File: src/rcr_regs.svh
// Register offsets, field positions, reset values and command word layout
`ifndef RCR_REGS_SVH
`define RCR_REGS_SVH

// Register offsets
`define RCR_EQ_ADDR        5'h00
`define RCR_DRV_ADDR       5'h01
`define RCR_TOP_ADDR       5'h02

// Equalizer register fields
`define RCR_EQ_ATTEN_BIT   9
`define RCR_EQ_OFFS_BIT    8
`define RCR_EQUALIZER_BOOST_BIT_B_BIT  7
`define RCR_EQUALIZER_BOOST_BIT_A_BIT  4
`define RCR_EQUALIZER_ON_B_BIT    3
`define RCR_EQUALIZER_ON_A_BIT    0
`define RCR_EQ_MASK        16'h0399
`define RCR_EQ_RESET       16'h0100

// Output driver register fields
`define RCR_DRV_SWING_B_BIT 9
`define RCR_DRV_SWING_A_BIT 8
`define RCR_DRV_BOOST_B_MSB 7
`define RCR_DRV_BOOST_B_LSB 5
`define RCR_DRV_BOOST_A_MSB 4
`define RCR_DRV_BOOST_A_LSB 2
`define RCR_DRV_DEEMP_B_BIT 1
`define RCR_DRV_DEEMP_A_BIT 0
`define RCR_DRV_MASK        16'h03ff
`define RCR_DRV_RESET       16'h0348

// Top level register fields
`define RCR_TOP_THR_MSB    8
`define RCR_TOP_THR_LSB    7
`define RCR_TOP_METH_MSB   6
`define RCR_TOP_METH_LSB   5
`define RCR_TOP_AMUTE_BIT  4
`define RCR_TOP_PDOWN_BIT  3
`define RCR_TOP_TRI_BIT    2
`define RCR_TOP_XTAL_BIT   1
`define RCR_TOP_POL_BIT    0
`define RCR_TOP_MASK       16'h01ff
`define RCR_TOP_RESET      16'h0000

// Host command word layout
`define RCR_CMD_RW_BIT     15
`define RCR_CMD_RST_N_BIT  12
`define RCR_CMD_CHAIN_MSB  11
`define RCR_CMD_CHAIN_LSB  5
`define RCR_CMD_ADDR_MSB   4
`define RCR_CMD_ADDR_LSB   0
`define RCR_CMD_LAST_BIT   5'd15
`define RCR_DATA_LAST_BIT  5'd31

`endif

File: src/rcr_pkg.sv
// Types shared by the reclocker configuration register bank
package rcr_pkg;

  typedef enum logic [2:0] {
    RCR_EQ_LOW  = 3'b001,
    RCR_EQ_MED  = 3'b010,
    RCR_EQ_HIGH = 3'b100
  } rcr_eq_setting_t;

  typedef struct packed {
    logic [15:0]     eq_reg;
    logic [15:0]     drv_reg;
    logic [15:0]     top_reg;
    logic            sck;
    logic [31:0]     delay_line;
    logic [4:0]      bit_cnt;
    logic [15:0]     cmd;
    logic [15:0]     rd_data;
    logic            sdo;
    logic            mute;
    rcr_eq_setting_t eq_a;
    rcr_eq_setting_t eq_b;
  } rcr_state_t;

endpackage

File: src/rcr_config_regs.sv
// Host-reachable configuration register bank of the serial video reclocker
// How it works
// RL1: Equalizer bit 9 enables input attenuation
// RL2: Equalizer bit 8 offset correction, resets one
// RL3: Gain bits: input b bit 7, a bit 4
// RL4: Enable bits: input b bit 3, a bit 0
// RL5: Enable off gives LOW; gain picks MED/HIGH
// RL6: Driver bits 9/8 select 400mV when set
// RL7: Driver boost fields 7:5 and 4:2, reset 2
// RL8: Driver bits 1/0 enable de-emphasis
// RL9: Top bits 8:7 signal-absent threshold
// RL10: Top bits 6:5 signal-absent detection method
// RL11: Top bit 4 mutes output while signal absent
// RL12: Top bit 3 powers device down
// RL13: Top bit 2 floats serial output when deselected
// RL14: Top bit 1 disables crystal buffer
// RL15: Top bit 0 inverts retimed data polarity
// RL16: Command reset bit low restores defaults
// RL17: Reserved bits read zero, ignore writes
`timescale 1ns/100ps
`include "rcr_regs.svh"

module rcr_config_regs
  import rcr_pkg::*;
(
  // Clock and reset
  input  wire logic            ref_clk_in,
  input  wire logic            reset_in,
  // Host serial interface
  input  wire logic            host_cs_n_in,
  input  wire logic            host_sck_in,
  input  wire logic            host_sdi_in,
  output logic                 host_sdo_out,
  output logic                 host_sdo_oe_out,
  // Signal-absent indicator from the detector
  input  wire logic            signal_absent_in,
  // Equalizer controls
  output logic                 input_attenuator_on_out,
  output logic                 eq_offset_corr_on_out,
  output rcr_eq_setting_t      serial_input_a_eq_out,
  output rcr_eq_setting_t      serial_input_b_eq_out,
  // Output driver controls
  output logic                 serial_output_a_half_swing_out,
  output logic                 serial_output_b_half_swing_out,
  output logic [2:0]           serial_output_a_boost_out,
  output logic [2:0]           serial_output_b_boost_out,
  output logic                 serial_output_a_deemph_on_out,
  output logic                 serial_output_b_deemph_on_out,
  // Top level controls
  output logic [1:0]           signal_absent_threshold_out,
  output logic [1:0]           signal_absent_method_out,
  output logic                 output_mute_out,
  output logic                 power_down_out,
  output logic                 crystal_buffer_off_out,
  output logic                 data_invert_out
);

  localparam rcr_state_t RESET_STATE = '{
    eq_reg:     `RCR_EQ_RESET,
    drv_reg:    `RCR_DRV_RESET,
    top_reg:    `RCR_TOP_RESET,
    sck:        1'b0,
    delay_line: 32'hffffffff,
    bit_cnt:    5'h00,
    cmd:        16'h0000,
    rd_data:    16'h0000,
    sdo:        1'b1,
    mute:       1'b0,
    eq_a:       RCR_EQ_LOW,
    eq_b:       RCR_EQ_LOW
  };

  rcr_state_t s_q;
  rcr_state_t s_d;

  // Equalizer setting from enable and gain bits
  function automatic rcr_eq_setting_t eq_decode(input logic en, input logic gain);
    rcr_eq_setting_t r;
    // RL5: enable gates the gain
    if (!en) begin
      r = RCR_EQ_LOW;
    end else if (gain) begin
      r = RCR_EQ_HIGH;
    end else begin
      r = RCR_EQ_MED;
    end
    return r;
  endfunction

  logic        sck_rise;
  logic        sck_fall;
  logic [15:0] word_in;
  logic        addressed;
  logic        bit_in;

  assign sck_rise  = host_sck_in & ~s_q.sck & ~host_cs_n_in;
  assign sck_fall  = ~host_sck_in & s_q.sck & ~host_cs_n_in;
  assign word_in   = {s_q.delay_line[14:0], host_sdi_in};
  assign addressed = (s_q.cmd[`RCR_CMD_CHAIN_MSB:`RCR_CMD_CHAIN_LSB] == 7'h00);

  always_comb begin
    s_d     = s_q;
    s_d.sck = host_sck_in;
    bit_in  = host_sdi_in;

    // Frame position restarts whenever chip select drops away
    if (host_cs_n_in) begin
      s_d.bit_cnt = 5'h00;
    end

    if (sck_rise) begin
      // Read data replaces the data slot on its way to the output
      if (s_q.bit_cnt > `RCR_CMD_LAST_BIT && addressed && s_q.cmd[`RCR_CMD_RW_BIT]) begin
        bit_in = s_q.rd_data[4'(`RCR_DATA_LAST_BIT - s_q.bit_cnt)];
      end
      s_d.delay_line = {s_q.delay_line[30:0], bit_in};
      s_d.bit_cnt    = s_q.bit_cnt + 5'h01;

      if (s_q.bit_cnt == `RCR_CMD_LAST_BIT) begin
        s_d.cmd = word_in;
        if (word_in[`RCR_CMD_CHAIN_MSB:`RCR_CMD_CHAIN_LSB] != 7'h00) begin
          // Pass the command downstream with its chain position decremented
          s_d.delay_line[`RCR_CMD_CHAIN_MSB:`RCR_CMD_CHAIN_LSB] =
            word_in[`RCR_CMD_CHAIN_MSB:`RCR_CMD_CHAIN_LSB] - 7'h01;
        end else if (!word_in[`RCR_CMD_RST_N_BIT]) begin
          // RL16: command reset restores defaults
          s_d.eq_reg  = `RCR_EQ_RESET;
          s_d.drv_reg = `RCR_DRV_RESET;
          s_d.top_reg = `RCR_TOP_RESET;
        end else begin
          unique case (word_in[`RCR_CMD_ADDR_MSB:`RCR_CMD_ADDR_LSB])
            `RCR_EQ_ADDR:  s_d.rd_data = s_q.eq_reg;
            `RCR_DRV_ADDR: s_d.rd_data = s_q.drv_reg;
            `RCR_TOP_ADDR: s_d.rd_data = s_q.top_reg;
            default:       s_d.rd_data = 16'h0000;
          endcase
        end
      end

      if (s_q.bit_cnt == `RCR_DATA_LAST_BIT && addressed && s_q.cmd[`RCR_CMD_RST_N_BIT]
          && !s_q.cmd[`RCR_CMD_RW_BIT]) begin
        // RL17: reserved positions are masked off on write
        unique case (s_q.cmd[`RCR_CMD_ADDR_MSB:`RCR_CMD_ADDR_LSB])
          `RCR_EQ_ADDR:  s_d.eq_reg  = word_in & `RCR_EQ_MASK;
          `RCR_DRV_ADDR: s_d.drv_reg = word_in & `RCR_DRV_MASK;
          `RCR_TOP_ADDR: s_d.top_reg = word_in & `RCR_TOP_MASK;
          default:       s_d.eq_reg  = s_q.eq_reg;
        endcase
      end
    end

    // Output changes on the falling serial clock edge
    if (sck_fall) begin
      s_d.sdo = s_q.delay_line[31];
    end

    // RL3: gain bits for each input
    // RL4: enable bits for each input
    s_d.eq_a = eq_decode(s_d.eq_reg[`RCR_EQUALIZER_ON_A_BIT], s_d.eq_reg[`RCR_EQUALIZER_BOOST_BIT_A_BIT]);
    s_d.eq_b = eq_decode(s_d.eq_reg[`RCR_EQUALIZER_ON_B_BIT], s_d.eq_reg[`RCR_EQUALIZER_BOOST_BIT_B_BIT]);

    // RL11: auto mute on signal absence
    s_d.mute = s_d.top_reg[`RCR_TOP_AMUTE_BIT] & signal_absent_in;
  end

  always_ff @(posedge ref_clk_in) begin
    if (reset_in) begin
      s_q <= RESET_STATE;
    end else begin
      s_q <= s_d;
    end
  end

  assign host_sdo_out = s_q.sdo;
  // RL13: float output when deselected
  assign host_sdo_oe_out = ~(s_q.top_reg[`RCR_TOP_TRI_BIT] & host_cs_n_in);

  // RL1: attenuator enable
  assign input_attenuator_on_out = s_q.eq_reg[`RCR_EQ_ATTEN_BIT];
  // RL2: offset correction enable
  assign eq_offset_corr_on_out   = s_q.eq_reg[`RCR_EQ_OFFS_BIT];
  assign serial_input_a_eq_out   = s_q.eq_a;
  assign serial_input_b_eq_out   = s_q.eq_b;

  // RL6: swing selection
  assign serial_output_a_half_swing_out = s_q.drv_reg[`RCR_DRV_SWING_A_BIT];
  assign serial_output_b_half_swing_out = s_q.drv_reg[`RCR_DRV_SWING_B_BIT];
  // RL7: boost level fields
  assign serial_output_a_boost_out = s_q.drv_reg[`RCR_DRV_BOOST_A_MSB:`RCR_DRV_BOOST_A_LSB];
  assign serial_output_b_boost_out = s_q.drv_reg[`RCR_DRV_BOOST_B_MSB:`RCR_DRV_BOOST_B_LSB];
  // RL8: de-emphasis enables
  assign serial_output_a_deemph_on_out = s_q.drv_reg[`RCR_DRV_DEEMP_A_BIT];
  assign serial_output_b_deemph_on_out = s_q.drv_reg[`RCR_DRV_DEEMP_B_BIT];

  // RL9: detection threshold
  assign signal_absent_threshold_out = s_q.top_reg[`RCR_TOP_THR_MSB:`RCR_TOP_THR_LSB];
  // RL10: detection method
  assign signal_absent_method_out    = s_q.top_reg[`RCR_TOP_METH_MSB:`RCR_TOP_METH_LSB];
  assign output_mute_out             = s_q.mute;
  // RL12: power down control
  assign power_down_out              = s_q.top_reg[`RCR_TOP_PDOWN_BIT];
  // RL14: crystal buffer disable
  assign crystal_buffer_off_out      = s_q.top_reg[`RCR_TOP_XTAL_BIT];
  // RL15: polarity invert
  assign data_invert_out             = s_q.top_reg[`RCR_TOP_POL_BIT];

endmodule

File: config.mk
export PLATFORM = sky130hd
export DESIGN_NAME = rcr_config_regs
export DESIGN_NICKNAME = d
export VERILOG_FILES = /design/src/rcr_pkg.sv /design/src/rcr_config_regs.sv
export VERILOG_INCLUDE_DIRS = /design/src
export SDC_FILE = /design/constraint.sdc
export NUM_CORES = 1
export LEC_CHECK = 0
export BUFFER_PORTS_ARGS = -buffer_cell sky130_fd_sc_hd__buf_2
export CORE_ASPECT_RATIO = 1.5
export CORE_MARGIN = 10
export CORE_UTILIZATION = 50
export CTS_CLUSTER_DIAMETER = 50
export CTS_CLUSTER_SIZE = 25
export DETAILED_ROUTE_END_ITERATION = 8
export PLACE_DENSITY = 0.66
export SLEW_MARGIN = 20
export SYNTH_ARGS = -nofsm -noshare
export SYNTH_HDL_FRONTEND = slang
export SYNTH_SLANG_ARGS = --single-unit
export TNS_END_PERCENT = 20
File: constraint.sdc
create_clock -name ref_clk_in -period 3 [get_ports ref_clk_in]
set_input_delay 0.45 -clock ref_clk_in [delete_from_list [all_inputs] [get_ports ref_clk_in]]
set_output_delay 0.45 -clock ref_clk_in [all_outputs]
set_load 0.005 [all_outputs]
Word-level counts from Yosys, hierarchy flattened
Index checks and enable logic that the tools add are counted.

cells by class
  bitwise gates (word level) = 13
  eq/ne operators = 7
  magnitude comparators = 2
  $add $sub $neg = 3
  reductions and logical operators = 17
  mux-type cells = 21

operators by type and width
  operator                                                                          count
  48-bit two-way mux                                                                4
  16-bit two-way mux                                                                4
  16-bit case mux with 3 select lines                                               1
  40-bit two-way mux                                                                1
  37-bit two-way mux                                                                1
  32-bit two-way mux                                                                1
  16-bit case mux with 2 select lines                                               1
  7-bit two-way mux                                                                 2
  5-bit by 1-bit equality test with 1-bit output (second input constant)            2
  5-bit by 2-bit equality test with 1-bit output (second input constant)            2
  5-bit logical NOT                                                                 2
  7-bit logical NOT                                                                 1
  1-bit NOT                                                                         7
  7-bit nonzero test                                                                1
  7-bit by 1-bit subtractor with 7-bit output (second input constant)               1
  1-bit bitwise AND                                                                 6
  3-bit two-way mux                                                                 2
  2-bit OR reduction                                                                3
  5-bit by 1-bit adder with 5-bit output (second input constant)                    1
  5-bit by 4-bit equality test with 1-bit output (second input constant)            1
  5-bit equality test (second input constant)                                       1
  5-bit by 4-bit greater-than comparator with 1-bit output (second input constant)  1
  1-bit logical AND                                                                 5
  4-bit by 5-bit less-than comparator with 1-bit output (second input constant)     1
  other kinds (9)                                                                   11

word-level totals
  input port bits = 6
  output and inout bits = 28
  word-level logic and storage cells = 77
  flip-flop bits (word level) = 126

Logic depth before layout (Yosys ltp)
Gate-level depths: netlist of the first run.

  word-level depth = 8
  gate-level depth with buffers = 9
  gate-level depth less buffers = 8

Worst setup path before layout of the first run
Ideal clock, no wire load.

  path type = register to register
  from = register s_q[40] in the netlist's numbering
  to = register s_q (netlist bit serial_input_b_eq_out[1])
  required time = 2884 ps
  data arrival time = 2094 ps
  stages on the path, launching flop included = 9
  buffers on the path = 0
  slack = 791 ps
  path through = dfxtp_1 > ha_1 > and3_1 > ha_1 > inv_1 > nor4b_4 > nand2_4 > a41oi_2 > and3b_1

on the way
  cells in the longest elaborated chain, start to end = 8
  elaborated cells on any way between the ends = 12
  classes of those cells = eq/ne (2); mux (5); bitwise (1); reduce/logical (4)

RTL lines
  what                                                        RTL line                text
  start, declared                                             rcr_config_regs.sv:73   rcr_state_t s_q;
  start signal, assigned                                      rcr_config_regs.sv:168  s_q <= RESET_STATE;
  start signal, assigned                                      rcr_config_regs.sv:170  s_q <= s_d;
  branches (longest 4 deep; another with 48-bit two-way mux)  n/a
  48-bit two-way mux *                                        rcr_config_regs.sv:140  if (s_q.bit_cnt == `RCR_DATA_LAST_BIT && addressed && s_q.cmd[`RCR_CMD_RST_N_BIT]
  40-bit two-way mux *                                        rcr_config_regs.sv:111  if (sck_rise) begin
  1-bit NOT (no line)                                         n/a
  2-bit OR reduction (no line)                                n/a

Every way passes the cells marked *.
A chain may end at the register's enable or synchronous reset.

Worst setup path after layout of the first run
  from = register s_q[40] in the netlist's numbering
  to = register s_q[88] in the netlist's numbering

on the way
  cells in the longest elaborated chain, start to end = 5
  elaborated cells on any way between the ends = 8
  classes of those cells = eq/ne (2); mux (3); reduce/logical (3)

RTL lines
  what                             RTL line
  5-bit equality test (no line)    n/a
  1-bit logical AND (3 in series)  rcr_config_regs.sv:140
  48-bit two-way mux *             rcr_config_regs.sv:140

Mark *: on every way between the ends. The rest lies on a longest branch, timed or not.

==> results of run 1 <==
-- final cells by class --
cell class | instances | area share [%]
clock buffers | 25 | 8.28
well taps | 117 | 2.50
inverters | 7 | 0.448
multi-input cells | 373 | 39.4
flip-flops and latches | 124 | 42.4
clock inverters | 7 | 2.31
repair buffers | 48 | 4.74
-- metrics by stage --
step	area, sq um	setup slack (ns)	util [%]	hold WS, ns	cells
floorplan	5090	0.791	-	0.429	556
finish	5860	0.228	58.5	0.304	701
CTS	5860	0.294	58.5	0.292	701
detailed placement	5240	0.337	52.3	0.445	669
global route	5860	0.0721	58.5	0.297	701
global placement	5240	0.351	52.3	0.441	669
-- kinds of logic (layout without fill, tap and decap cells) --
group                      after synthesis  count (layout)
and+or+nand+nor                        231             231
DFF                                    124             124
AOI/OAI and AO/OA                       88              88
buffers and inverters                   59              87
muxes                                   39              39
xor gates and xnor gates                10              10
adders and majority gates                5               5
-- cells in the mapped netlist (5+ instances only) --
master / instances / area (sq um)
a211oi_1: 17 / 128
a21oi_1: 29 / 145
a22oi_1: 15 / 113
and2_1: 23 / 144
buf_2: 5 / 25.0
buf_4: 16 / 120
clkbuf_1: 23 / 86.3
dfxtp_1: 124 / 2480
ha_1: 5 / 62.6
inv_1: 6 / 22.5
mux2i_1: 35 / 350
nand2_1: 62 / 233
nand3_1: 29 / 145
nor2_1: 71 / 267
nor3_1: 12 / 60.1
o21ai_0: 10 / 50.1
xnor2_1: 6 / 52.6
-- routing by layer --
metal	global-route usage, %	up-vias
met5	0	-
met2	30.3	82
met1	19.8	1878
met4	8.42	0
met3	5.77	17
li1	-	1951
-- registers in the layout (all words and copies together) (netlist names), 2 cells and up --
| name | flops |
|---|---|
| signal_absent_threshold_out | 2 |
| s_q | 97 |
| serial_output_a_boost_out | 3 |
| signal_absent_method_out | 2 |
| serial_input_a_eq_out | 3 |
| serial_output_b_boost_out | 3 |
| serial_input_b_eq_out | 3 |
-- worst paths after layout --
kind | start | to | slack [ns] | cells past startpoint
max reg2reg | s_q[40] | s_q[88] | 0.23 | 8
min reg2reg | s_q[107] | s_q[107] | 0.46 | 1
max | s_q[40] | s_q[88] | 0.23 | 8
min | signal_absent_in | output_mute_out | 0.30 | 2
-- where the power goes --
group / internal [mW] / switching (mW)
clock: 1.45 / 0.677
combinational: 0.0478 / 0.0835
sequential: 1.68 / 0.0321
-- critical path, stage by stage (launching register included) --
cell	delay (ns)
dfxtp_1	0.39
ha_1	0.26
and3_1	0.22
ha_1	0.18
and3b_2	0.22
nand3_1	0.24
nor2_2	0.19
nor3_1	0.78
and2_1	0.23
==> out/metrics.csv, run 1 <==
stage,metric,value,unit
pwr,VDD IR max,0.492,mV
pwr,Cell Pwr Density,677,nW/um^2
logic_synthesis,Netlist cell types,54,
drt,Post-Route WL,12.3,mm
global_route,first-pass GRT wire length,20.3,mm
logic_synthesis,post-synthesis adder-cell area fraction,1.23,%
cells_and_area,fin nets,582,
logic_synthesis,"Cell Area, Synth",5090,sq um
cts,total CTS buffers,17,
cts,CTS tree,done,
drt,DR WL/cell,17.5,um
cells_and_area,fill count,890,
global_route,largest net degree at the start of global routing,33,
logic_synthesis,ys async rst share,0,%
pwr,"Power, Total",3.97,mW
timing,final setup violation count,0,
die,Core Area,10000,sq um
drt,DRT Pass-1 Iters,5,
setup_path,startpoint types,register,
drt,Routed Antenna Nets,0,
setup_path,CP arrival,3.12,ns
cts,Worst-path clk slew,0.05,ns
timing,Slew HR,34.4,%
die,die width,102,um
cts,Num Clock Sinks,124,
min_path,Hold Path Class,in -> reg,
drt,DRC,0,
logic_synthesis,compound-gate portion of the synthesized area,11.6,%
logic_synthesis,Simple-Gate Fraction of Synth Area,22.2,%
logic_synthesis,Main synth FF type,dfxtp_1,
timing,period utilization,92.4,%
timing,setup repair after global routing missed its margin,false,
drt,metal3 WL,652,um
die,die height,144,um
placed_design,global placer's final weighted congestion,0.872,
timing,Final Hold Vio Count,0,
cells_and_area,"commonest cells after routing, fill and taps aside","dfxtp_1 (124), nor2_1 (71), nand2_1 (62)",
drt,highest metal used,met4,
cells_and_area,share of layout cells above drive strength 1,15.8,%
global_route,initial antenna violation count,0,
cts,CTS max path bufs,2,
cts,clk_lat worst skew,0.42,ns
logic_synthesis,XOR/XNOR Fraction of Synth Area,1.72,%
die,IO Count,34,
placed_design,PortBufs,33,
timing,Fmax achieved,0.361,GHz
timing,clock period minus worst slack,2.77,ns
global_route,GRT Residual Overflow,0,
cts,H-tree depth,4,
cells_and_area,"commonest non-fill, non-tap cell in the layout",dfxtp_1,
timing,Final Max Tran Viols,0,
flow_run,MaxCap Viol Count,0,
logic_synthesis,synth warn,0,
setup_path,critical path required time,3.35,ns
setup_path,Worst Setup End Kind,register,
logic_synthesis,post-synthesis register bit count,124,
cts,clk root buf,clkbuf_16,
cts,# resized after CTS,0,
cells_and_area,Syn-to-layout area delta,15.0,%
global_route,vias in the first global route,3982,
logic_synthesis,syn_nets,567,
drt,Vias,3928,
drt,met2 WL,6.27,mm
drt,routed metal-1 wire length,5.09,mm
timing,Fin Setup TNS,0,ns
die,DIE AREA,14700,sq um
die,row cnt,45,
logic_synthesis,Synth Instances,556,
cells_and_area,Multi-input gate area,2310,sq um
logic_synthesis,largest family of logic cells by synthesized area,simple AND/OR/NAND/NOR gates,
pwr,Leakage,2.32,nW
cells_and_area,antenna cells,0,
drt,initial DRC count,187,
logic_synthesis,post-synthesis mux area share,8.42,%
placed_design,hpwl dp,8.38,mm
global_route,GRT Total Usage,18.0,%
logic_synthesis,"Avg Cell Area, Syn",9.16,sq um
cts,cts hold-fix bufs,0,
cells_and_area,register area,2480,sq um
logic_synthesis,number of synthesized flops with an enable pin,0,
cts,postcts setup bufs,0,
setup_path,CP Class,reg -> reg,
die,initial core utilization,50.8,%
timing,Worst Skew,0.00715,ns
drt,via density per instance,5.60,
timing,worst-margin pin slew,0.976,ns
setup_path,Worst Path Max Fanout,10,
status,outcome,finished clean,
logic_synthesis,sequential-to-total area share from yosys stat,48.7,%
No activity file was read; power rests on OpenSTA's default activity.
==> inputs of run 2 (changes only) <==
CORE_ASPECT_RATIO = 1.75   (was 1.5)
==> out/metrics.csv, run 2 (synthesis gave the netlist of run 1 again) <==
stage,metric,value,unit,change
setup_path,Reg2Reg Setup Slack,0.39,ns,+0.17 ns
global_route,met1 usage,20.0,%,+0.18 points
cts,clk_lat worst skew,0.41,ns,about the same
cts,# resized after CTS,0,,unchanged
global_route,vias in the first global route,3930,,-1.3%
drt,via density per instance,5.48,,-2.2%
timing,final setup violation count,0,,unchanged
placed_design,global placer's final weighted congestion,0.889,,+1.9%
setup_path,R2R cell count,7,,-1
min_path,Hold Path Class,in -> reg,,
die,DIE AREA,14800,sq um,+0.51%
drt,Routed Antenna Nets,0,,unchanged
cts,total CTS buffers,17,,unchanged
cells_and_area,Syn-to-layout area delta,16.4,%,
pwr,VDD IR max,0.494,mV,+0.47%
cts,Num Clock Sinks,124,,unchanged
timing,clock period minus worst slack,2.61,ns,-0.166 ns
flow_run,MaxCap Viol Count,0,,unchanged
cells_and_area,max reg flops,97,,unchanged
drt,Vias,3887,,-1.0%
setup_path,"most used cell, CP",ha_1,,
placed_design,hpwl dp,8.31,mm,-0.87%
setup_path,"slowest stage delay, CP",0.58,ns,-0.20 ns
timing,Final Max Tran Viols,0,,unchanged
timing,Slew HR,50.4,%,+16 points
global_route,first-pass GRT wire length,20.3,mm,about the same
die,die width,96.3,um,-6.0%
timing,setup repair after global routing missed its margin,false,,
drt,DRT Pass-1 Iters,4,,-1
cts,cts hold-fix bufs,0,,unchanged
min_path,hold path cells,2,,unchanged
min_path,HP Start,signal_absent_in,,
global_route,largest net degree at the start of global routing,36,,+9.1%
global_route,met3 Use GR,4.39,%,-1.4 points
cts,Worst-path clk slew,0.06,ns,about the same
global_route,initial antenna violation count,0,,unchanged
drt,Post-Route WL,12.1,mm,-1.5%
placed_design,PortBufs,33,,unchanged
cells_and_area,fin nets,582,,unchanged
cts,postcts setup bufs,0,,unchanged
cells_and_area,antenna cells,0,,unchanged
cts,clk root buf,clkbuf_16,,
setup_path,Crit-path slowest cell,nor4b_4,,
drt,initial DRC count,211,,+13%
setup_path,CP Class,reg -> reg,,
cells_and_area,"commonest cells after routing, fill and taps aside","dfxtp_1 (124), nor2_1 (71), nand2_1 (62)",,
die,die height,154,um,+6.9%
drt,DRC,0,,unchanged
global_route,met2 Track Usage GR,28.9,%,-1.3 points
die,initial core utilization,51.4,%,+0.58 points
setup_path,worst r2r src,s_q[40],,
setup_path,Crit path max-delay family,simple AND/OR/NAND/NOR gates,,
pwr,"Power, Total",4.14,mW,+4.3%
setup_path,critical path required time,3.30,ns,-0.05 ns
cells_and_area,share of layout cells above drive strength 1,16.6,%,+0.86 points
status,outcome,finished clean,,
cells_and_area,Final Core Density,59.8,%,+1.3 points
timing,Fmax achieved,0.384,GHz,+6.4%
cells_and_area,"commonest non-fill, non-tap cell in the layout",dfxtp_1,,
global_route,GRT Residual Overflow,0,,unchanged
global_route,GRT Total Usage,17.3,%,-0.63 points
cts,CTS tree,done,,
die,IO Count,34,,unchanged
setup_path,CP arrival,2.91,ns,-0.21 ns
drt,DR WL/cell,17.0,um,-2.6%
min_path,Min-Delay Endpoint,output_mute_out,,
setup_path,startpoint types,register,,
timing,period utilization,86.9,%,-5.5 points
die,row cnt,48,,+6.7%
timing,hold_ws,0.297,ns,-0.00642 ns
setup_path,WP buf/inv,1,,+1
cts,H-tree depth,4,,unchanged
setup_path,Worst Path Max Fanout,10,,unchanged
setup_path,CP cell instances,"ha_1, and3_1, ha_1, inv_1, nor4b_4, a21oi_1, and2_1",,
timing,Final Hold Vio Count,0,,unchanged
setup_path,Worst Setup End Kind,register,,
pwr,Leakage,2.34,nW,+1.1%
pwr,Cell Pwr Density,698,nW/um^2,+3.1%
cts,CTS max path bufs,2,,unchanged
global_route,GRT Max-Usage Layer,met2,,
cells_and_area,most flop-heavy register,s_q,,
die,Core Area,9910,sq um,-1.1%
setup_path,RR Endpoint,s_q[115],,
timing,Worst Skew,0.0105,ns,+0.00332 ns
timing,worst-margin pin slew,0.737,ns,-0.239 ns
timing,Fin Setup TNS,0,ns,unchanged
-- run 2: cell count changes in the layout (fill, tap and decap cells not counted), sizes merged --
cell / previous run / this run
bufinv: 4 / 5
clkbuf: 25 / 22
clkinvlp: 0 / 2
-- run 2: worst max-delay path by stage --
stage	from	to	slack, ns	cells past startpoint
6_report	s_q[40]	s_q[115]	0.39	7
5_1_grt	s_q[40]	s_q[116]	0.18	7
3_3_place_gp	s_q[40]	serial_input_b_eq_out[1]	0.56	8
3_5_place_dp	s_q[40]	s_q[124]	0.42	7
4_1_cts	s_q[40]	s_q[115]	0.40	7
2_1_floorplan	s_q[40]	serial_input_b_eq_out[1]	0.79	8
-- run 2: cell type report --
cell class | instances | area (sq um)
fillers | 866 | 3980
flip-flops and latches | 124 | 2480
multi-input cells | 373 | 2310
clock buffers | 22 | 494
repair buffers | 48 | 278
clock inverters | 10 | 184
well taps | 125 | 156
inverters | 7 | 26.3
-- run 2: through the flow --
step | setup WS (ns) | instances | cell area (sq um)
global placement | 0.560 | 677 | 5250
floorplan | 0.791 | 556 | 5090
finish | 0.394 | 709 | 5930
detailed placement | 0.423 | 677 | 5250
CTS | 0.401 | 709 | 5930
global route | 0.180 | 709 | 5930
-- run 2: power by group --
part | switching [mW] | internal (mW) | leakage [nW]
clock network | 0.719 | 1.58 | 0.328
registers | 0.0315 | 1.68 | 1.00
logic | 0.0818 | 0.0478 | 1.01
total | 0.832 | 3.31 | 2.34
-- run 2: worst reg2reg max path, stage by stage, from the launching register on --
cell and delay, ns:
dfxtp_1 0.46, ha_1 0.21, and3_1 0.21, ha_1 0.26
inv_1 0.11, nor4b_4 0.58, a21oi_1 0.38, and2_1 0.28
-- run 2: per-layer routing --
layer	vias up	part of all wire, %
li1	1952	-
met1	1853	42
met2	72	52
met3	10	4.8
met4	0	1.1
met5	-	0
